File: src/reset_init_pkg.sv
// constants, register map and per-condition initial value tables
package reset_init_pkg;

  localparam int NREG   = 30;
  localparam int ADDR_W = 8;
  localparam int IDX_W  = 5;
  localparam int PC_W   = 21;

  // register indices; byte address is four times the index
  localparam logic [IDX_W-1:0] IDX_PTR1_HI   = 5'h00;
  localparam logic [IDX_W-1:0] IDX_PTR1_LO   = 5'h01;
  localparam logic [IDX_W-1:0] IDX_BANK_SEL  = 5'h02;
  localparam logic [IDX_W-1:0] IDX_PTR2_HI   = 5'h03;
  localparam logic [IDX_W-1:0] IDX_PTR2_LO   = 5'h04;
  localparam logic [IDX_W-1:0] IDX_ALU_FLAGS = 5'h05;
  localparam logic [IDX_W-1:0] IDX_T0_HIGH   = 5'h06;
  localparam logic [IDX_W-1:0] IDX_T0_LOW    = 5'h07;
  localparam logic [IDX_W-1:0] IDX_T0_CONFIG = 5'h08;
  localparam logic [IDX_W-1:0] IDX_OSC       = 5'h09;
  localparam logic [IDX_W-1:0] IDX_VDET      = 5'h0A;
  localparam logic [IDX_W-1:0] IDX_WATCHDOG  = 5'h0B;
  localparam logic [IDX_W-1:0] IDX_CAUSE     = 5'h0C;
  localparam logic [IDX_W-1:0] IDX_T1_HIGH   = 5'h0D;
  localparam logic [IDX_W-1:0] IDX_T1_LOW    = 5'h0E;
  localparam logic [IDX_W-1:0] IDX_T1_CONFIG = 5'h0F;
  localparam logic [IDX_W-1:0] IDX_T2_COUNT  = 5'h10;
  localparam logic [IDX_W-1:0] IDX_T2_PERIOD = 5'h11;
  localparam logic [IDX_W-1:0] IDX_T2_CONFIG = 5'h12;
  localparam logic [IDX_W-1:0] IDX_SER_BUF   = 5'h13;
  localparam logic [IDX_W-1:0] IDX_SER_ADDR  = 5'h14;
  localparam logic [IDX_W-1:0] IDX_SER_STAT  = 5'h15;
  localparam logic [IDX_W-1:0] IDX_SER_CTLA  = 5'h16;
  localparam logic [IDX_W-1:0] IDX_SER_CTLB  = 5'h17;
  localparam logic [IDX_W-1:0] IDX_STK_UPPER = 5'h18;
  localparam logic [IDX_W-1:0] IDX_STK_HIGH  = 5'h19;
  localparam logic [IDX_W-1:0] IDX_STK_LOW   = 5'h1A;
  localparam logic [IDX_W-1:0] IDX_STK_PTR   = 5'h1B;
  localparam logic [IDX_W-1:0] IDX_IRQ_CTRL  = 5'h1C;
  localparam logic [IDX_W-1:0] IDX_PORT_A    = 5'h1D;

  // field positions
  localparam int IRQ_GIE_HIGH_BIT = 7;
  localparam int IRQ_GIE_LOW_BIT  = 6;
  localparam int IRQ_WAKE_IRQ_BIT = 1;
  localparam int IRQ_WAKE_WD_BIT  = 0;
  localparam int STK_CNT_W        = 5;
  localparam int PORT_A_PINS_FREE_LO    = 6;
  localparam int PORT_A_PINS_FREE_HI    = 7;

  localparam logic [PC_W-1:0] VEC_HIGH_PRIO = 21'h00008;
  localparam logic [PC_W-1:0] VEC_LOW_PRIO  = 21'h00018;

  typedef logic [7:0] tbl_t [NREG];

  // implemented bits; all others read as zero except in port A, which reads the pins
  localparam tbl_t T_IMPL = '{8'h0F, 8'hFF, 8'h0F, 8'h0F, 8'hFF, 8'h1F, 8'hFF, 8'hFF,
    8'hFF, 8'hFF, 8'hBF, 8'h01, 8'hDF, 8'hFF, 8'hFF, 8'hFF, 8'hFF, 8'hFF, 8'h7F,
    8'hFF, 8'hFF, 8'hFF, 8'hFF, 8'hFF, 8'h1F, 8'hFF, 8'hFF, 8'hDF, 8'hC3, 8'h00};
  // power-on value, shared with brown-out where not kept
  localparam tbl_t T_PWR_VAL = '{8'h00, 8'h00, 8'h00, 8'h00, 8'h00, 8'h00, 8'h00,
    8'h00, 8'hFF, 8'h40, 8'h05, 8'h00, 8'h1C, 8'h00, 8'h00, 8'h00, 8'h00, 8'hFF,
    8'h00, 8'h00, 8'h00, 8'h00, 8'h00, 8'h00, 8'h00, 8'h00, 8'h00, 8'h00, 8'h00,
    8'h00};
  localparam tbl_t T_PWR_Q = '{8'h00, 8'h00, 8'h00, 8'h00, 8'h00, 8'h00, 8'h00,
    8'h00, 8'h00, 8'h08, 8'h00, 8'h00, 8'h42, 8'h00, 8'h00, 8'h00, 8'h00, 8'h00,
    8'h00, 8'h00, 8'h00, 8'h00, 8'h00, 8'h00, 8'h00, 8'h00, 8'h00, 8'h00, 8'h00,
    8'h00};
  // bits kept through a brown-out
  localparam tbl_t T_BRN_KEEP = '{8'hFF, 8'hFF, 8'h00, 8'hFF, 8'hFF, 8'hFF, 8'h00,
    8'hFF, 8'h00, 8'h00, 8'h00, 8'h00, 8'h00, 8'hFF, 8'hFF, 8'h00, 8'h00, 8'h00,
    8'h00, 8'hFF, 8'h00, 8'h00, 8'h00, 8'h00, 8'h00, 8'h00, 8'h00, 8'h00, 8'h00,
    8'h00};
  localparam tbl_t T_OTH_VAL = '{8'h00, 8'h00, 8'h00, 8'h00, 8'h00, 8'h00, 8'h00,
    8'h00, 8'hFF, 8'h40, 8'h05, 8'h00, 8'h00, 8'h00, 8'h00, 8'h00, 8'h00, 8'hFF,
    8'h00, 8'h00, 8'h00, 8'h00, 8'h00, 8'h00, 8'h00, 8'h00, 8'h00, 8'h00, 8'h00,
    8'h00};
  localparam tbl_t T_OTH_KEEP = '{8'hFF, 8'hFF, 8'h00, 8'hFF, 8'hFF, 8'hFF, 8'h00,
    8'hFF, 8'h00, 8'h00, 8'h00, 8'h00, 8'h03, 8'hFF, 8'hFF, 8'hBF, 8'h00, 8'h00,
    8'h00, 8'hFF, 8'h00, 8'h00, 8'h00, 8'h00, 8'h00, 8'h00, 8'h00, 8'h00, 8'h00,
    8'h00};
  localparam tbl_t T_OTH_Q = '{8'h00, 8'h00, 8'h00, 8'h00, 8'h00, 8'h00, 8'h00,
    8'h00, 8'h00, 8'h02, 8'h00, 8'h00, 8'h5C, 8'h00, 8'h00, 8'h00, 8'h00, 8'h00,
    8'h00, 8'h00, 8'h00, 8'h00, 8'h00, 8'h00, 8'h00, 8'h00, 8'h00, 8'h00, 8'h00,
    8'h00};
  localparam tbl_t T_WAK_VAL = '{8'h00, 8'h00, 8'h00, 8'h00, 8'h00, 8'h00, 8'h00,
    8'h00, 8'h00, 8'h00, 8'h00, 8'h00, 8'h00, 8'h00, 8'h00, 8'h00, 8'h00, 8'hFF,
    8'h00, 8'h00, 8'h00, 8'h00, 8'h00, 8'h00, 8'h00, 8'h00, 8'h00, 8'h00, 8'h00,
    8'h00};
  localparam tbl_t T_WAK_KEEP = '{8'hFF, 8'hFF, 8'hFF, 8'hFF, 8'hFF, 8'hFF, 8'hFF,
    8'hFF, 8'hFF, 8'hFD, 8'hFF, 8'hFF, 8'hB3, 8'hFF, 8'hFF, 8'hFF, 8'hFF, 8'h00,
    8'hFF, 8'hFF, 8'hFF, 8'hFF, 8'hFF, 8'hFF, 8'hFF, 8'hFF, 8'hFF, 8'hFF, 8'hFF,
    8'hFF};
  localparam tbl_t T_WAK_Q = '{8'h00, 8'h00, 8'h00, 8'h00, 8'h00, 8'h00, 8'h00,
    8'h00, 8'h00, 8'h02, 8'h00, 8'h00, 8'h4C, 8'h00, 8'h00, 8'h00, 8'h00, 8'h00,
    8'h00, 8'h00, 8'h00, 8'h00, 8'h00, 8'h00, 8'h00, 8'h00, 8'h00, 8'h00, 8'h00,
    8'h00};

endpackage

File: src/reset_class_decode.sv
// turns reset and wake-up events into one registered class pulse
`timescale 1ns/100ps
module reset_class_decode
(
  input  wire logic clk_i,
  input  wire logic reset_i,
  input  wire logic pwr_on_i,
  input  wire logic brown_out_reset_i,
  input  wire logic external_reset_pin_i,
  input  wire logic other_reset_i,
  input  wire logic watchdog_wake_i,
  input  wire logic irq_wake_i,
  output logic      cls_pwr_o,
  output logic      cls_brown_o,
  output logic      cls_other_o,
  output logic      cls_wake_o,
  output logic      wake_by_irq_o,
  output logic      wake_by_wd_o
);

  logic pin_meta_ff;
  logic pin_sync_ff;
  logic any_other;
  logic any_wake;

  assign any_other = pin_sync_ff | other_reset_i;
  assign any_wake  = watchdog_wake_i | irq_wake_i;

  always_ff @(posedge clk_i) begin
    pin_meta_ff <= external_reset_pin_i;
    pin_sync_ff <= pin_meta_ff;
  end

  // one class at a time, strongest reset first
  always_ff @(posedge clk_i) begin
    if (reset_i) begin
      cls_pwr_o     <= 1'b0;
      cls_brown_o   <= 1'b0;
      cls_other_o   <= 1'b0;
      cls_wake_o    <= 1'b0;
      wake_by_irq_o <= 1'b0;
      wake_by_wd_o  <= 1'b0;
    end else begin
      cls_pwr_o     <= pwr_on_i;
      cls_brown_o   <= ~pwr_on_i & brown_out_reset_i;
      cls_other_o   <= ~pwr_on_i & ~brown_out_reset_i & any_other;
      cls_wake_o    <= ~pwr_on_i & ~brown_out_reset_i & ~any_other & any_wake;
      wake_by_irq_o <= ~pwr_on_i & ~brown_out_reset_i & ~any_other & irq_wake_i;
      wake_by_wd_o  <= ~pwr_on_i & ~brown_out_reset_i & ~any_other & watchdog_wake_i;
    end
  end

endmodule

File: src/reset_init_value_bank.sv
// register bank with per-condition reset, wake-up and APB access
`timescale 1ns/100ps

// Summary of operation
// - irq wake with a global enable loads the vector 0008h or 0018h.
// - irq wake with a global enable pushes the pc and bumps the stack pointer.
// - watchdog or irq wake sets a flag naming the wake source.
// - unimplemented bits read zero except in port A, which reads the pins.
// - port A bits 6 and 7 read zero unless the clock mode frees them.
// - flagged registers clear on power-on but survive a brown-out.
// - timer 0 config loads all ones on every reset, kept on wake.
// - timer 2 period reads all ones after any reset or wake.
// - timer 1 config clears on power-on and brown-out; other resets clear bit 6 only.
// - oscillator config loads its fixed patterns; wake changes only bit 1.
// - voltage detect config loads 0-00 0101 on resets, kept on wake.
// - reset cause loads 0q-1 11q0 on power-on; q bits track later events.
// - timer 2 config clears its seven bits on resets, bit 7 absent.
// - timer 0 high, timer 2 count and serial control clear on resets.
// - pointers, timer 0 low, timer 1 bytes, alu flags, serial buffer keep through brown-out and other resets.
module reset_init_value_bank
  import reset_init_pkg::*;
(
  input  wire logic              clk_i,
  input  wire logic              reset_i,
  input  wire logic              psel_i,
  input  wire logic              penable_i,
  input  wire logic              pwrite_i,
  input  wire logic [ADDR_W-1:0] paddr_i,
  input  wire logic [31:0]       pwdata_i,
  output logic      [31:0]       prdata_o,
  output logic                   pready_o,
  output logic                   pslverr_o,
  input  wire logic              pwr_on_i,
  input  wire logic              brown_out_reset_i,
  input  wire logic              external_reset_pin_i,
  input  wire logic              other_reset_i,
  input  wire logic              watchdog_wake_i,
  input  wire logic              irq_wake_i,
  input  wire logic              irq_high_prio_i,
  input  wire logic [PC_W-1:0]   pc_i,
  input  wire logic [7:0]        osc_cond_i,
  input  wire logic [7:0]        cause_cond_i,
  input  wire logic              osc_frees_pins_i,
  input  wire logic [7:0]        port_a_pins_i,
  output logic                   pc_load_o,
  output logic      [PC_W-1:0]   pc_vector_o,
  output logic                   high_prio_global_irq_en_o,
  output logic                   low_prio_global_irq_en_o,
  output logic      [1:0]        wake_flags_o,
  output logic      [7:0]        osc_config_o,
  output logic      [7:0]        tmr_zero_config_o,
  output logic      [7:0]        tmr_one_config_o,
  output logic      [7:0]        tmr_two_period_o,
  output logic      [7:0]        reset_cause_o,
  output logic      [4:0]        stack_pointer_o
);

  // merge one condition's keep mask, fixed value and q bits
  function automatic logic [7:0] fold(
    input logic [7:0] cur,
    input logic [7:0] keep,
    input logic [7:0] val,
    input logic [7:0] qm,
    input logic [7:0] cond
  );
    fold = (cur & keep) | (val & ~keep & ~qm) | (cond & qm);
  endfunction

  logic [7:0]      regs_ff [NREG];
  logic [7:0]      wr_val  [NREG];
  logic [7:0]      push_val[NREG];
  logic [7:0]      set_val [NREG];
  logic [7:0]      cond_val[NREG];

  logic            cls_pwr;
  logic            cls_brown;
  logic            cls_other;
  logic            cls_wake;
  logic            wake_by_irq;
  logic            wake_by_wd;
  logic            push;
  logic [PC_W-1:0] pc_saved;

  logic            setup_ph;
  logic            access_ph;
  logic [IDX_W-1:0] idx;
  logic            aligned;
  logic            idx_ok;
  logic            hit;
  logic            wr_en;
  logic [7:0]      wbyte;

  logic [7:0]      port_a_pins_meta_ff;
  logic [7:0]      port_a_pins_sync_ff;
  logic [7:0]      port_a_pins_view;
  logic [7:0]      rd_byte;
  logic [31:0]     rdata_ff;
  logic            err_ff;

  logic [STK_CNT_W-1:0] sp_cnt;
  logic [STK_CNT_W-1:0] nxt_sp_cnt;

  reset_class_decode u_class (
    .clk_i                (clk_i),
    .reset_i              (reset_i),
    .pwr_on_i             (pwr_on_i),
    .brown_out_reset_i    (brown_out_reset_i),
    .external_reset_pin_i (external_reset_pin_i),
    .other_reset_i        (other_reset_i),
    .watchdog_wake_i      (watchdog_wake_i),
    .irq_wake_i           (irq_wake_i),
    .cls_pwr_o            (cls_pwr),
    .cls_brown_o          (cls_brown),
    .cls_other_o          (cls_other),
    .cls_wake_o           (cls_wake),
    .wake_by_irq_o        (wake_by_irq),
    .wake_by_wd_o         (wake_by_wd)
  );

  wake_vector_unit u_wake (
    .clk_i           (clk_i),
    .reset_i         (reset_i),
    .cls_wake_i      (cls_wake),
    .wake_by_irq_i   (wake_by_irq),
    .gie_high_i      (high_prio_global_irq_en_o),
    .gie_low_i       (low_prio_global_irq_en_o),
    .irq_high_prio_i (irq_high_prio_i),
    .pc_i            (pc_i),
    .push_o          (push),
    .pc_load_o       (pc_load_o),
    .pc_saved_o      (pc_saved),
    .pc_vector_o     (pc_vector_o)
  );

  // apb decode; registers sit one per aligned word
  assign setup_ph  = psel_i & ~penable_i;
  assign access_ph = psel_i & penable_i;
  assign idx       = paddr_i[IDX_W+1:2];
  assign aligned   = (paddr_i[1:0] == 2'h0);
  assign idx_ok    = (32'(idx) < NREG);
  assign hit       = aligned & idx_ok;
  assign wr_en     = access_ph & pwrite_i & hit;
  assign wbyte     = pwdata_i[7:0];

  // zero wait states: read data is captured in setup
  assign pready_o  = 1'b1;
  assign prdata_o  = rdata_ff;
  assign pslverr_o = err_ff;

  // pins come from outside the clock domain
  always_ff @(posedge clk_i) begin
    port_a_pins_meta_ff <= port_a_pins_i;
    port_a_pins_sync_ff <= port_a_pins_meta_ff;
  end

  always_comb begin
    port_a_pins_view = port_a_pins_sync_ff;
    if (!osc_frees_pins_i) begin
      port_a_pins_view[PORT_A_PINS_FREE_HI] = 1'b0;
      port_a_pins_view[PORT_A_PINS_FREE_LO] = 1'b0;
    end
  end

  assign rd_byte = (idx == IDX_PORT_A) ? port_a_pins_view : regs_ff[idx];

  always_ff @(posedge clk_i) begin
    if (reset_i) begin
      rdata_ff <= 32'h0;
      err_ff   <= 1'b0;
    end else if (setup_ph) begin
      rdata_ff <= (hit && !pwrite_i) ? {24'h0, rd_byte} : 32'h0;
      err_ff   <= ~hit;
    end
  end

  // stack counter advances on every interrupt push
  assign sp_cnt     = regs_ff[IDX_STK_PTR][STK_CNT_W-1:0];
  assign nxt_sp_cnt = sp_cnt + 5'h01;

  genvar i;
  generate
    for (i = 0; i < NREG; i++) begin : g_reg
      logic [7:0] cur;
      logic [7:0] base;
      logic [7:0] nxt_reg;
      logic       this_wr;
      logic       this_push;

      assign cur     = regs_ff[i];
      assign this_wr = wr_en & (idx == IDX_W'(i));

      // only two registers carry condition-dependent bits
      if (i == IDX_OSC) begin : g_osc
        assign cond_val[i] = osc_cond_i;
      end else if (i == IDX_CAUSE) begin : g_cause
        assign cond_val[i] = cause_cond_i;
      end else begin : g_nocond
        assign cond_val[i] = 8'h00;
      end

      // wake flags are write-one-to-clear, enables plain
      if (i == IDX_IRQ_CTRL) begin : g_irqw
        assign wr_val[i] = {wbyte[7:6], cur[5:0] & ~wbyte[5:0]};
        assign set_val[i] = {6'h00, cls_wake & wake_by_irq,
                             cls_wake & wake_by_wd};
      end else begin : g_plainw
        assign wr_val[i]  = wbyte;
        assign set_val[i] = 8'h00;
      end

      // top of stack takes the saved pc, pointer moves on
      if (i == IDX_STK_UPPER) begin : g_tu
        assign push_val[i] = {3'h0, pc_saved[20:16]};
      end else if (i == IDX_STK_HIGH) begin : g_th
        assign push_val[i] = pc_saved[15:8];
      end else if (i == IDX_STK_LOW) begin : g_tl
        assign push_val[i] = pc_saved[7:0];
      end else if (i == IDX_STK_PTR) begin : g_sp
        assign push_val[i] = {cur[7:5], nxt_sp_cnt};
      end else begin : g_nopush
        assign push_val[i] = cur;
      end

      assign this_push = push & (i >= IDX_STK_UPPER) & (i <= IDX_STK_PTR);

      // reset classes override a bus write in the same cycle
      assign base =
        cls_pwr   ? fold(cur, 8'h00, T_PWR_VAL[i], T_PWR_Q[i], cond_val[i]) :
        cls_brown ? fold(cur, T_BRN_KEEP[i], T_PWR_VAL[i], T_PWR_Q[i],
                         cond_val[i]) :
        cls_other ? fold(cur, T_OTH_KEEP[i], T_OTH_VAL[i], T_OTH_Q[i],
                         cond_val[i]) :
        cls_wake  ? fold(cur, T_WAK_KEEP[i], T_WAK_VAL[i], T_WAK_Q[i],
                         cond_val[i]) :
        this_wr   ? wr_val[i] :
        cur;

      // a wake flag set wins over a clear in the same cycle
      assign nxt_reg = ((this_push ? push_val[i] : base) | set_val[i])
                       & T_IMPL[i];

      always_ff @(posedge clk_i) begin
        if (reset_i) begin
          regs_ff[i] <= T_PWR_VAL[i] & ~T_PWR_Q[i] & T_IMPL[i];
        end else begin
          regs_ff[i] <= nxt_reg;
        end
      end
    end
  endgenerate

  // tables drive the per-register behaviour: timer 0 config
  // timer 2 period timer 1 config voltage detect
  // timer 2 config cleared registers kept ones
  assign tmr_zero_config_o = regs_ff[IDX_T0_CONFIG];
  assign tmr_two_period_o  = regs_ff[IDX_T2_PERIOD];
  assign tmr_one_config_o  = regs_ff[IDX_T1_CONFIG];
  assign osc_config_o      = regs_ff[IDX_OSC];
  assign reset_cause_o     = regs_ff[IDX_CAUSE];
  assign stack_pointer_o   = sp_cnt;

  assign high_prio_global_irq_en_o = regs_ff[IDX_IRQ_CTRL][IRQ_GIE_HIGH_BIT];
  assign low_prio_global_irq_en_o  = regs_ff[IDX_IRQ_CTRL][IRQ_GIE_LOW_BIT];
  assign wake_flags_o = {regs_ff[IDX_IRQ_CTRL][IRQ_WAKE_IRQ_BIT],
                         regs_ff[IDX_IRQ_CTRL][IRQ_WAKE_WD_BIT]};

endmodule

File: src/wake_vector_unit.sv
// interrupt wake-up: vector load and stack push request
`timescale 1ns/100ps
module wake_vector_unit
  import reset_init_pkg::*;
(
  input  wire logic            clk_i,
  input  wire logic            reset_i,
  input  wire logic            cls_wake_i,
  input  wire logic            wake_by_irq_i,
  input  wire logic            gie_high_i,
  input  wire logic            gie_low_i,
  input  wire logic            irq_high_prio_i,
  input  wire logic [PC_W-1:0] pc_i,
  output logic                 push_o,
  output logic                 pc_load_o,
  output logic [PC_W-1:0]      pc_saved_o,
  output logic [PC_W-1:0]      pc_vector_o
);

  logic take_vector;

  // with both enables clear the core just resumes at the next word
  assign take_vector = cls_wake_i & wake_by_irq_i & (gie_high_i | gie_low_i);

  always_ff @(posedge clk_i) begin
    if (reset_i) begin
      push_o      <= 1'b0;
      pc_load_o   <= 1'b0;
      pc_saved_o  <= '0;
      pc_vector_o <= '0;
    end else begin
      push_o    <= take_vector;
      pc_load_o <= take_vector;
      if (take_vector) begin
        pc_saved_o  <= pc_i;
        pc_vector_o <= irq_high_prio_i ? VEC_HIGH_PRIO : VEC_LOW_PRIO;
      end
    end
  end

endmodule
File: config.mk
export PLATFORM = sky130hd
export DESIGN_NAME = reset_init_value_bank
export DESIGN_NICKNAME = d
export VERILOG_FILES = /design/src/reset_init_pkg.sv /design/src/reset_class_decode.sv /design/src/reset_init_value_bank.sv /design/src/wake_vector_unit.sv
export SDC_FILE = /design/constraint.sdc
export NUM_CORES = 1
export LEC_CHECK = 0
export ABC_AREA = 1
export BUFFER_PORTS_ARGS = -buffer_cell sky130_fd_sc_hd__buf_4
export CORE_ASPECT_RATIO = 2
export CORE_MARGIN = 10
export CORE_UTILIZATION = 35
export DETAILED_ROUTE_END_ITERATION = 12
export PLACE_DENSITY_LB_ADDON = 0.1
export SLEW_MARGIN = 20
export SYNTH_ARGS = -nofsm -noshare
export SYNTH_HDL_FRONTEND = slang
export SYNTH_HIERARCHICAL = 1
export SYNTH_SLANG_ARGS = --single-unit
File: constraint.sdc
create_clock -name clk_i -period 5.79 [get_ports clk_i]
set_input_delay 0.8685 -clock clk_i [delete_from_list [all_inputs] [get_ports clk_i]]
set_output_delay 0.8685 -clock clk_i [all_outputs]
set_load 0.05 [all_outputs]
### Yosys cells after proc, flatten, opt, wreduce, memory -nomap -nowiden

Memory sizes are Yosys's and may differ from the RTL's.
Cells that the tools add are included.

* ROM bits: 0
* memory bits (writable): 240
* memories kept: 1
* register bits: 100
* output and inout bits: 105
* latch bits: 0
* bits of input ports: 98

Memory list
* regs_ff: words 30, bits a word 8, rd ports 9, clocked after memory_dff 0, wr ports 30, line reset_init_value_bank.sv:69 `logic [7:0] regs_ff [NREG];`

* $mul: 0
* magnitude comparators: 1
* add/sub/neg operators: 1
* divide/modulo/power cells: 0
* muxes and demuxes: 195
* shift operators: 0
* reduce and logical (&&, ||, !) cells: 29
* equality and inequality tests: 97
* bitwise operators: 97

Operators by type and width (number)
* 8-bit 2-to-1 mux: 137
* 5-bit inequality test (second input constant): 25
* 4-bit 2-to-1 mux: 21
* 4-bit inequality test (second input constant): 21
* 5-bit == test (second input constant): 14
* 5-bit 2-to-1 mux: 14
* 7-bit 2-to-1 mux: 7
* 5-bit AND reduction: 9
* 1-bit AND: 44
* 1-bit OR: 42
* 3-bit AND reduction: 14
* 5-bit by 4-bit == test with 1-bit output (second input constant): 8
* 3-bit inequality test (second input constant): 10
* 5-bit by 3-bit == test with 1-bit output (second input constant): 4
* 2-bit inequality test (second input constant): 9
* 6-bit inequality test (second input constant): 3
* 8-bit by 2-bit OR with 8-bit output: 2
* 1-bit 2-to-1 mux: 12
* 5-bit by 2-bit == test with 1-bit output (second input constant): 2
* 8-bit by 7-bit OR with 8-bit output: 1
* 2-bit by 7-bit OR with 7-bit output: 1
* 6-bit AND: 1
* 3-bit 2-to-1 mux: 2
* 6-bit 2-to-1 mux: 1
* other kinds (12): 16

### Logic depth before layout (Yosys ltp)

Gate-level depths: netlist of run 1.

* depth in word-level cells: 11
* mapped depth: 15
* mapped depth without buffers: 13

### Cells and area by module

The synthesis of run 1 kept the hierarchy.

Modules (own cells, without submodules)
* reset_init_value_bank: area an instance 11385.9 um^2, sequential area each 5905.7 um^2, cells each 1441, instances 1
* wake_vector_unit: area an instance 1186.1 um^2, sequential area each 480.5 um^2, cells each 173, instances 1
* reset_class_decode: area an instance 234.0 um^2, sequential area each 160.2 um^2, cells each 25, instances 1

### Worst setup path before layout of run 1

Ideal clock, no wire load.

* path type: input to register
* start point: in pwrite_i
* end point: mem regs_ff[13][0], enable pin
* arrival: 2.318 ns
* setup time: 0.384 ns
* path buffers: 1
* path slack: 3.088 ns
* cell stages on the path: 7
* data required time: 5.406 ns
* cells stage by stage: inv_1 -> nor2_1 -> nand4_4 -> nor2_4 -> inv_2 -> buf_4 -> o21ai_0

RTL lines
* start, declared: line reset_init_value_bank.sv:27 `input wire logic pwrite_i,`
* end, declared: line reset_init_value_bank.sv:69

==> flow_summary_export.csv, run 1 <==
group,metric,value,unit
cts,postCtsSetupRepairBufs,0,
min_path,holdPathStages,0,
min_path,hold_class,"reg2reg",
cts,hold_buffers,0,
status,status,"finished clean",
timing,finalCriticalPeriod,3.37,ns
power,irDropWorstVdd,0.266,mV
setup_path,critPathKind,"in2reg",
flow_run,max_cap_violations,0,
global_route,grt-ovfl-total,0,
routing,viasPerCell,5.15,
routing,drc_errors,0,
timing,fin_ws,2.42,ns
cts,clkLatencyLatePin,0.56,ns
synthesis,yosysWarnings,6,
floorplanning,start_util,0.353,
global_route,grt_pass1_vias,11278,
global_route,grt_usage,0.210,
floorplanning,die_w,155,um
synthesis,ys_seq_elements,256,
min_path,worstHoldStart,"port_a_pins_meta_ff[5]",
setup_path,cp-start-kind,"primary input",
timing,holdWs,0.330,ns
setup_path,critical_path.max_fanout,31,
timing,max_freq,297,MHz
timing,setup_violations,0,
setup_path,cp_data_arrival_time,3.76,ns
placed_design,gp_congestion,0.973,
synthesis,synth_edf_count,142,
timing,worstMarginPinSlew,0.974,ns
cts,root_buffer,"clkbuf_16",
synthesis,synth_cells,1639,
min_path,holdPathEnd,"port_a_pins_sync_ff[5]",
synthesis,syn_area_per_cell,7.81,sq um
routing,routed_wl,48.5,mm
power,power.density,284,nW/um^2
setup_path,critPathRequiredTime,6.18,ns
synthesis,synth-seq-area-share,0.511,
cts,cts_buffers,26,
cts,cts_buffer_depth,3,
finish,num_antenna_cells,0,
synthesis,synthArstFlopShare,0,
routing,routedWlPerCell,22.2,um
floorplanning,die_y,291,um
setup_path,end_kind,"register",
floorplanning,die-area,45100,sq um
routing,route.vias.total,11248,
synthesis,ys_types,33,
timing,hold_viol,0,
placed_design,port_buffers,123,
setup_path,r2r-end,"regs_ff[17][2]",
cts,cts_sinks,256,
global_route,grt_pass1_wl,72.1,mm
timing,finalMaxSlewViolations,0,
timing,slew-limit-headroom,0.350,
synthesis,synth_area,12800,sq um
setup_path,rr_startpoint,"u_class/cls_pwr_o",
floorplanning,row_count,99,
setup_path,r2r_cells,8,
finish,syn2layout_area_growth,13.9,%
cts,cts_tree,"built",
finish,drive_above_1_share,0.132,
routing,final_antenna_net_count,0,
finish,fin_nets,1811,
floorplanning,ios,203,
power,p_leak,6.91,nW
synthesis,synth_ff_type,"edfxtp_1",
cts,htree_levels,1,
global_route,antenna_found_initial,0,
timing,fin_worst_skew,0.0201,ns
cts,post_cts_resized,0,
finish,filler_cell_count,3899,
global_route,grt_max_degree,79,
cts,clk_pin_slew,0.06,ns
timing,rsz0062_at_grt,"no",
floorplanning,core,36300,sq um
placed_design,hpwl,35.5,mm
timing,setup_tns,0,ns
timing,period_share,0.582,
routing,drtIter0Drc,800,
setup_path,r2r_slack,2.76,ns
routing,drt_first_pass_iters,5,
placed_design,place_ws,1.88,ns
logic make-up after synthesis:
group | synth area share
AOI/OAI and AO/OA | 0.0684
adders and majority gates | 0.000977
buffers and inverters | 0.111
and+or+nand+nor | 0.307
DFF | 0.511
other | 0.000879
layout by cell type (no fill, tap or decap), types with 15 or more instances in the layout:
master       n
o211ai_1    15
inv_1      162
a21oi_1     81
nand4_1     84
conb_1      45
nand3_1     86
buf_4      138
edfxtp_1   142
o21ai_0     44
nor2_2      22
dfxtp_1    114
nor2_1     160
clkbuf_16   26
nand2_1    528
synthesized netlist by cell type, types with 3 or more instances:
| cell | instances | area share |
|---|---|---|
| nand2_2 | 5 | 0.0024 |
| nand3_1 | 86 | 0.034 |
| inv_2 | 10 | 0.0029 |
| dfxtp_1 | 114 | 0.18 |
| o211ai_1 | 15 | 0.0088 |
| nand4_1 | 84 | 0.041 |
| nor2_1 | 161 | 0.047 |
| o21ai_1 | 5 | 0.0020 |
| buf_4 | 59 | 0.035 |
| nor3_1 | 9 | 0.0035 |
| nand3_2 | 4 | 0.0031 |
| a21oi_1 | 81 | 0.032 |
| buf_1 | 18 | 0.0053 |
| nand2_1 | 528 | 0.15 |
| edfxtp_1 | 142 | 0.33 |
| o21ai_0 | 46 | 0.018 |
| conb_1 | 3 | 0.00088 |
| clkbuf_1 | 27 | 0.0079 |
| nor2_2 | 21 | 0.010 |
| a22oi_1 | 10 | 0.0059 |
| nor2_4 | 7 | 0.0062 |
| inv_1 | 162 | 0.047 |
| buf_2 | 29 | 0.011 |
per-stage QoR:
step	cells	instance area (sq um)	util	power, mW
3_5_place_dp	2138	13800	0.380	2.55
4_1_cts	2185	14600	0.402	4.17
2_1_floorplan	1681	13000	-	2.38
3_3_place_gp	2138	13800	0.380	2.55
5_1_grt	2185	14600	0.402	4.27
6_report	2185	14600	0.402	4.14
report_power, final:
part / internal, mW / switching [mW]
logic: 0.102 / 0.390
registers: 1.99 / 0.0291
clock network: 0.880 / 0.744
flip-flops by register name, summed over array words and instances (netlist names):
signal,count
u_class/cls_wake_o,1
u_class/cls_pwr_o,1
pslverr_o,1
prdata_o,8
port_a_pins_sync_ff,8
u_wake/pc_load_o,1
u_wake/pc_vector_o,2
u_class/pin_meta_ff,1
u_class/cls_other_o,1
u_class/cls_brown_o,1
port_a_pins_meta_ff,8
u_class/wake_by_wd_o,1
u_class/wake_by_irq_o,1
regs_ff,199
u_class/pin_sync_ff,1
u_wake/pc_saved_o,21
cell type report:
cell class	count	area [sq um]	area share
tap	454	568	0.0389
clock buffer	36	728	0.0499
sequential	256	6550	0.449
multi-input combinational	1118	4990	0.342
clock inverter	11	67.6	0.00463
timing repair buffer	138	1040	0.0710
inverter	172	646	0.0443
worst max-delay path, cell delays in order:
cell and delay (ns):
buf_4 0.22, inv_2 0.50, nand2_1 0.53, nor2_1 0.22
buf_4 0.31, inv_2 0.17, nor2_1 0.68, o211ai_1 0.20
layer usage:
layer  routed length, um  vias to the layer above  global-route usage
li1                    -                     5368                   -
met4                3230                        0               0.132
met2               25200                      444               0.377
met3                2740                      121              0.0326
met5                   0                        -                   0
met1               17300                     5315               0.221
how the worst max path moves through the flow:
stage	start	end	slack, ns	depth (start not counted)
floorplan	pwrite_i	regs_ff[13][0]	3.09	7
global placement	reset_i	regs_ff[17][6]	1.95	8
detailed placement	reset_i	regs_ff[17][2]	1.88	8
CTS	reset_i	regs_ff[17][2]	2.45	8
global route	reset_i	regs_ff[17][3]	2.32	8
finish	reset_i	regs_ff[17][2]	2.42	8
Note: power is estimated with default switching activity, not from simulation.
==> run 2, diff against run 1 <==
- clock period: 5.79 -> 2.82 ns (I/O delays scaled with it)
==> run 2 against run 1 <==
  * Die area unchanged
  * Worst hold slack got worse by 0.24 ns
  * Largest power group unchanged
  * First-iteration DRC count increased by 1.3%
  * Final area increased by 3.8%
  * Clock skew increased by 0.0055 ns
  * Via count increased by 1.0%
==> flow_summary_export.csv, run 2 (synthesized netlist as in run 1, its figures left out) <==
group,metric,value,unit
finish,largest_reg_flops,199,
placed_design,hpwl,36.9,mm
setup_path,cp_top_family,"simple AND/OR/NAND/NOR gates",
routing,viasPerCell,5.07,
routing,drc_errors,0,
cts,htree_levels,1,
global_route,grt_pass1_vias,11560,
setup_path,critPathRequiredTime,3.05,ns
power,p_leak,7.23,nW
routing,routed_wl,49.9,mm
finish,final_common_cell,"nand2_1",
cts,clkLatencyLatePin,0.57,ns
placed_design,port_buffers,123,
cts,cts_buffers,25,
floorplanning,die_w,155,um
cts,postCtsSetupRepairBufs,0,
finish,num_antenna_cells,0,
global_route,grt_usage,0.216,
global_route,grt-ovfl-total,0,
finish,multi_input_area,4990,sq um
setup_path,crit_top_cell,"nand2_1",
floorplanning,ios,203,
timing,max_freq,405,MHz
finish,reg_top3,"regs_ff x199, u_wake/pc_saved_o x21",
cts,clk_pin_slew,0.07,ns
finish,fin_cells,2242,
flow_run,max_cap_violations,0,
cts,hold_buffers,9,
floorplanning,row_count,99,
global_route,grt_max_degree,81,
finish,drive_above_1_share,0.157,
power,power.density,581,nW/um^2
routing,drt_first_pass_iters,5,
floorplanning,die-area,45100,sq um
status,status,"finished clean",
floorplanning,die_y,291,um
routing,drtIter0Drc,810,
placed_design,dp.cells,2187,
cts,cts_sinks,256,
timing,setup_tns,0,ns
setup_path,cp-start-kind,"register",
finish,mostFrequentLayoutCells,"nand2_1 (528), buf_4 (184), inv_1 (162)",
setup_path,critical_path.max_fanout,8,
timing,rsz0062_at_grt,"no",
timing,period_share,0.875,
setup_path,path_buf_inv,2,
timing,fin_worst_skew,0.0256,ns
routing,routedWlPerCell,22.3,um
finish,ff_latch_area,6550,sq um
timing,slew-limit-headroom,0.535,
global_route,grt_pass1_wl,74.0,mm
routing,final_antenna_net_count,0,
timing,hold_viol,0,
floorplanning,core,36300,sq um
min_path,hold_class,"in2reg",
cts,post_cts_resized,0,
cts,root_buffer,"clkbuf_16",
placed_design,gp_congestion,0.933,
global_route,antenna_found_initial,0,
timing,finalMaxSlewViolations,0,
power,irDropWorstVdd,0.526,mV
timing,worstMarginPinSlew,0.696,ns
floorplanning,start_util,0.353,
setup_path,cp_slowest_stage_delay,0.45,ns
setup_path,critPathKind,"reg2reg",
setup_path,cp_data_arrival_time,2.70,ns
finish,regMostFlops,"regs_ff",
timing,finalCriticalPeriod,2.47,ns
cts,cts_tree,"built",
finish,filler_cell_count,3735,
setup_path,crit_chain,"nor2_1, inv_2, nor2_2, inv_2, nor2_1, nand2_1, nand2_1, nand2_1",
routing,route.vias.total,11365,
cts,cts_buffer_depth,3,
setup_path,end_kind,"register",
setup_path,slowest_stage,"dfxtp_1",
finish,fin_nets,1868,
finish,syn2layout_area_growth,18.2,%
timing,setup_violations,0,
-- run 2: cell count changes in the layout (fill, tap and decap cells not counted), moves of 3 or more --
cell and delta:
bufinv_16 +3, buf_4 +46, clkbuf_8 -3, dlygate4sd3_1 +9
buf_12 +3
-- run 2: worst paths after layout --
kind	slack, ns	cells after the start	endpoint	start
min reg2reg	0.33	0	port_a_pins_sync_ff[3]	port_a_pins_meta_ff[3]
min	0.09	3	regs_ff[12][2]	cause_cond_i[2]
max reg2reg	0.35	8	regs_ff[26][1]	u_class/cls_other_o
max	0.35	8	regs_ff[26][1]	u_class/cls_other_o
-- run 2: tightest hold or removal path: cells and delay by family --
family | cells | cell delay, ns
AOI/OAI and AO/OA | 2 | 0.13
buffers and inverters | 1 | 0.08
-- run 2: stage by stage --
stage                     worst slack, ns  hold slack [ns]  utilization  power, mW  instance area, sq um
after floorplan                     0.564            0.310            -       4.89                 13000
after global placement              0.290            0.312        0.391       5.29                 14200
after detailed placement            0.266            0.315        0.391       5.30                 14200
after CTS                           0.410           0.0759        0.417       8.85                 15100
after global routing                0.290           0.0853        0.417       9.07                 15100
final                               0.354           0.0906        0.417       8.80                 15100
-- run 2: power breakdown --
part           internal, mW  switching [mW]  leakage [nW]
combinational         0.258           0.829          4.32
sequential             4.09          0.0584          2.48
clock                  2.01            1.55         0.425
-- run 2: layout make-up --
cell class | count | area share
tap | 454 | 0.0375
clock inverter | 15 | 0.0114
sequential | 256 | 0.433
timing repair buffer | 196 | 0.101
clock buffer | 31 | 0.0449
multi-input combinational | 1118 | 0.330
inverter | 172 | 0.0427
-- run 2: metal layers --
metal  vias to the layer above  wire length [um]  GRT usage
li1                       5492                 -          -
met1                      5348             17800      0.226
met2                       404             25900      0.387
met3                       121              2650     0.0339
met4                         0              3590      0.143
met5                         -                 0          0
==> run 3, diff against run 2 <==
- CORE_UTILIZATION: 35 -> 29
- CTS_BUF_LIST: default -> sky130_fd_sc_hd__clkbuf_8
==> run 3 against run 2 <==
  * First-iteration DRC count rose by 16%
  * Clock power fell by 12%
  * Combinational power barely moved
  * Clock skew rose by 0.027 ns
  * Critical path type unchanged
  * Global-route usage fell by 2.4 points
  * Final cell count rose by 5.9%
==> flow_summary_export.csv, run 3 (synthesized netlist as in run 1, its figures left out) <==
group,metric,value,unit
finish,fin_nets,1890,
cts,htree_levels,2,
routing,drc_errors,0,
cts,clkLatencyLatePin,0.61,ns
timing,finalCriticalPeriod,2.21,ns
finish,mostFrequentLayoutCells,"nand2_1 (528), buf_4 (187), inv_1 (182)",
cts,cts_buffers,42,
floorplanning,start_util,0.294,
global_route,antenna_found_initial,1,
timing,period_share,0.785,
floorplanning,row_count,108,
setup_path,rr_startpoint,"u_class/cls_other_o",
routing,routed_wl,53.0,mm
setup_path,slowest_stage,"dfxtp_1",
routing,routedWlPerCell,22.3,um
timing,setup_tns,0,ns
timing,slew-limit-headroom,0.517,
placed_design,place_ws,0.195,ns
finish,reg_top3,"regs_ff x199, u_wake/pc_saved_o x21",
setup_path,cp-start-kind,"register",
finish,drive_above_1_share,0.162,
floorplanning,die_w,169,um
placed_design,dp.cells,2288,
setup_path,critical_path.max_fanout,8,
setup_path,cp_slowest_stage_delay,0.44,ns
timing,rsz0062_at_grt,"no",
finish,syn2layout_area_growth,19.0,%
global_route,grt_pass1_vias,11437,
min_path,worstHoldStart,"cause_cond_i[4]",
min_path,holdPathStages,3,
routing,route.vias.total,11514,
cts,root_buffer,"clkbuf_8",
finish,finish.utilization,0.350,
placed_design,place_area,14400,sq um
timing,worstMarginPinSlew,0.724,ns
timing,fin_ws,0.607,ns
finish,final_common_cell,"nand2_1",
global_route,grt-ovfl-total,0,
routing,drtIter0Drc,937,
global_route,grt_pass1_wl,76.5,mm
global_route,grt_max_degree,108,
finish,regMostFlops,"regs_ff",
placed_design,gp_congestion,0.935,
routing,drt_first_pass_iters,7,
placed_design,port_buffers,123,
global_route,grt_usage,0.193,
setup_path,end_kind,"register",
cts,cts_tree,"built",
power,irDropWorstVdd,0.259,mV
setup_path,crit_top_cell,"nand2_1",
finish,largest_reg_flops,199,
timing,setup_violations,0,
setup_path,critPathRequiredTime,3.08,ns
floorplanning,core,43500,sq um
floorplanning,ios,203,
min_path,hold_class,"in2reg",
cts,cts_buffer_depth,3,
setup_path,cp_data_arrival_time,2.48,ns
finish,filler_cell_count,4711,
timing,max_freq,452,MHz
routing,viasPerCell,4.85,
routing,final_antenna_net_count,0,
setup_path,crit_chain,"nor2_1, inv_2, nor2_2, inv_2, nor2_1, nand2_1, nand2_1, nand2_1",
finish,stdcell_area,15200,sq um
power,power.total,8.42,mW
status,status,"finished clean",
floorplanning,die-area,53500,sq um
cts,cts_sinks,256,
timing,hold_viol,0,
flow_run,max_cap_violations,0,
finish,fin_cells,2375,
setup_path,r2r_cells,8,
floorplanning,die_y,317,um
cts,clk_pin_slew,0.06,ns
timing,fin_worst_skew,0.0522,ns
power,power.density,552,nW/um^2
setup_path,crit_path_start,"u_class/cls_other_o",
power,p_leak,7.31,nW
setup_path,critPathKind,"reg2reg",
timing,holdWs,0.0620,ns
placed_design,hpwl,39.6,mm
timing,finalMaxSlewViolations,0,
run 3: where the power goes:
group | switching, mW | internal [mW]
sequential | 0.0655 | 4.09
combinational | 0.842 | 0.269
clock | 1.61 | 1.53
run 3: timing repair:
item | CTS | global route
gates resized for setup | 0 | 0
buffers inserted | 0 | 0
endpoints found under the hold margin | 9 | 0
hold buffers | 9 | 0
setup endpoints to repair | 0 | 0
run 3: worst max-delay path: cells and delay by family (launching register included):
family	cells	cell delay [ns]
DFF	1	0.44
and+or+nand+nor	6	1.31
buffers and inverters	2	0.16
run 3: worst paths after layout:
kind	endpoint	slack [ns]
min	regs_ff[12][4]	0.06
min reg2reg	port_a_pins_sync_ff[5]	0.32
max	regs_ff[26][3]	0.61
max reg2reg	regs_ff[26][3]	0.61
run 3: area by class of cell:
class	count	area (sq um)	share of cell area
multi-input combinational	1118	4990	0.327
clock inverter	30	129	0.00845
tap	550	688	0.0451
timing repair buffer	201	1590	0.105
antenna	1	2.50	0.000164
clock buffer	47	647	0.0424
inverter	172	646	0.0424
sequential	256	6550	0.429
run 3: routing by layer:
metal  vias up  global-route usage  part of all wire
li1       5550                   -                 -
met5         -                   0                 0
met1      5392               0.202              0.36
met4         0               0.112             0.062
met2       457               0.355              0.52
met3       115              0.0309             0.056
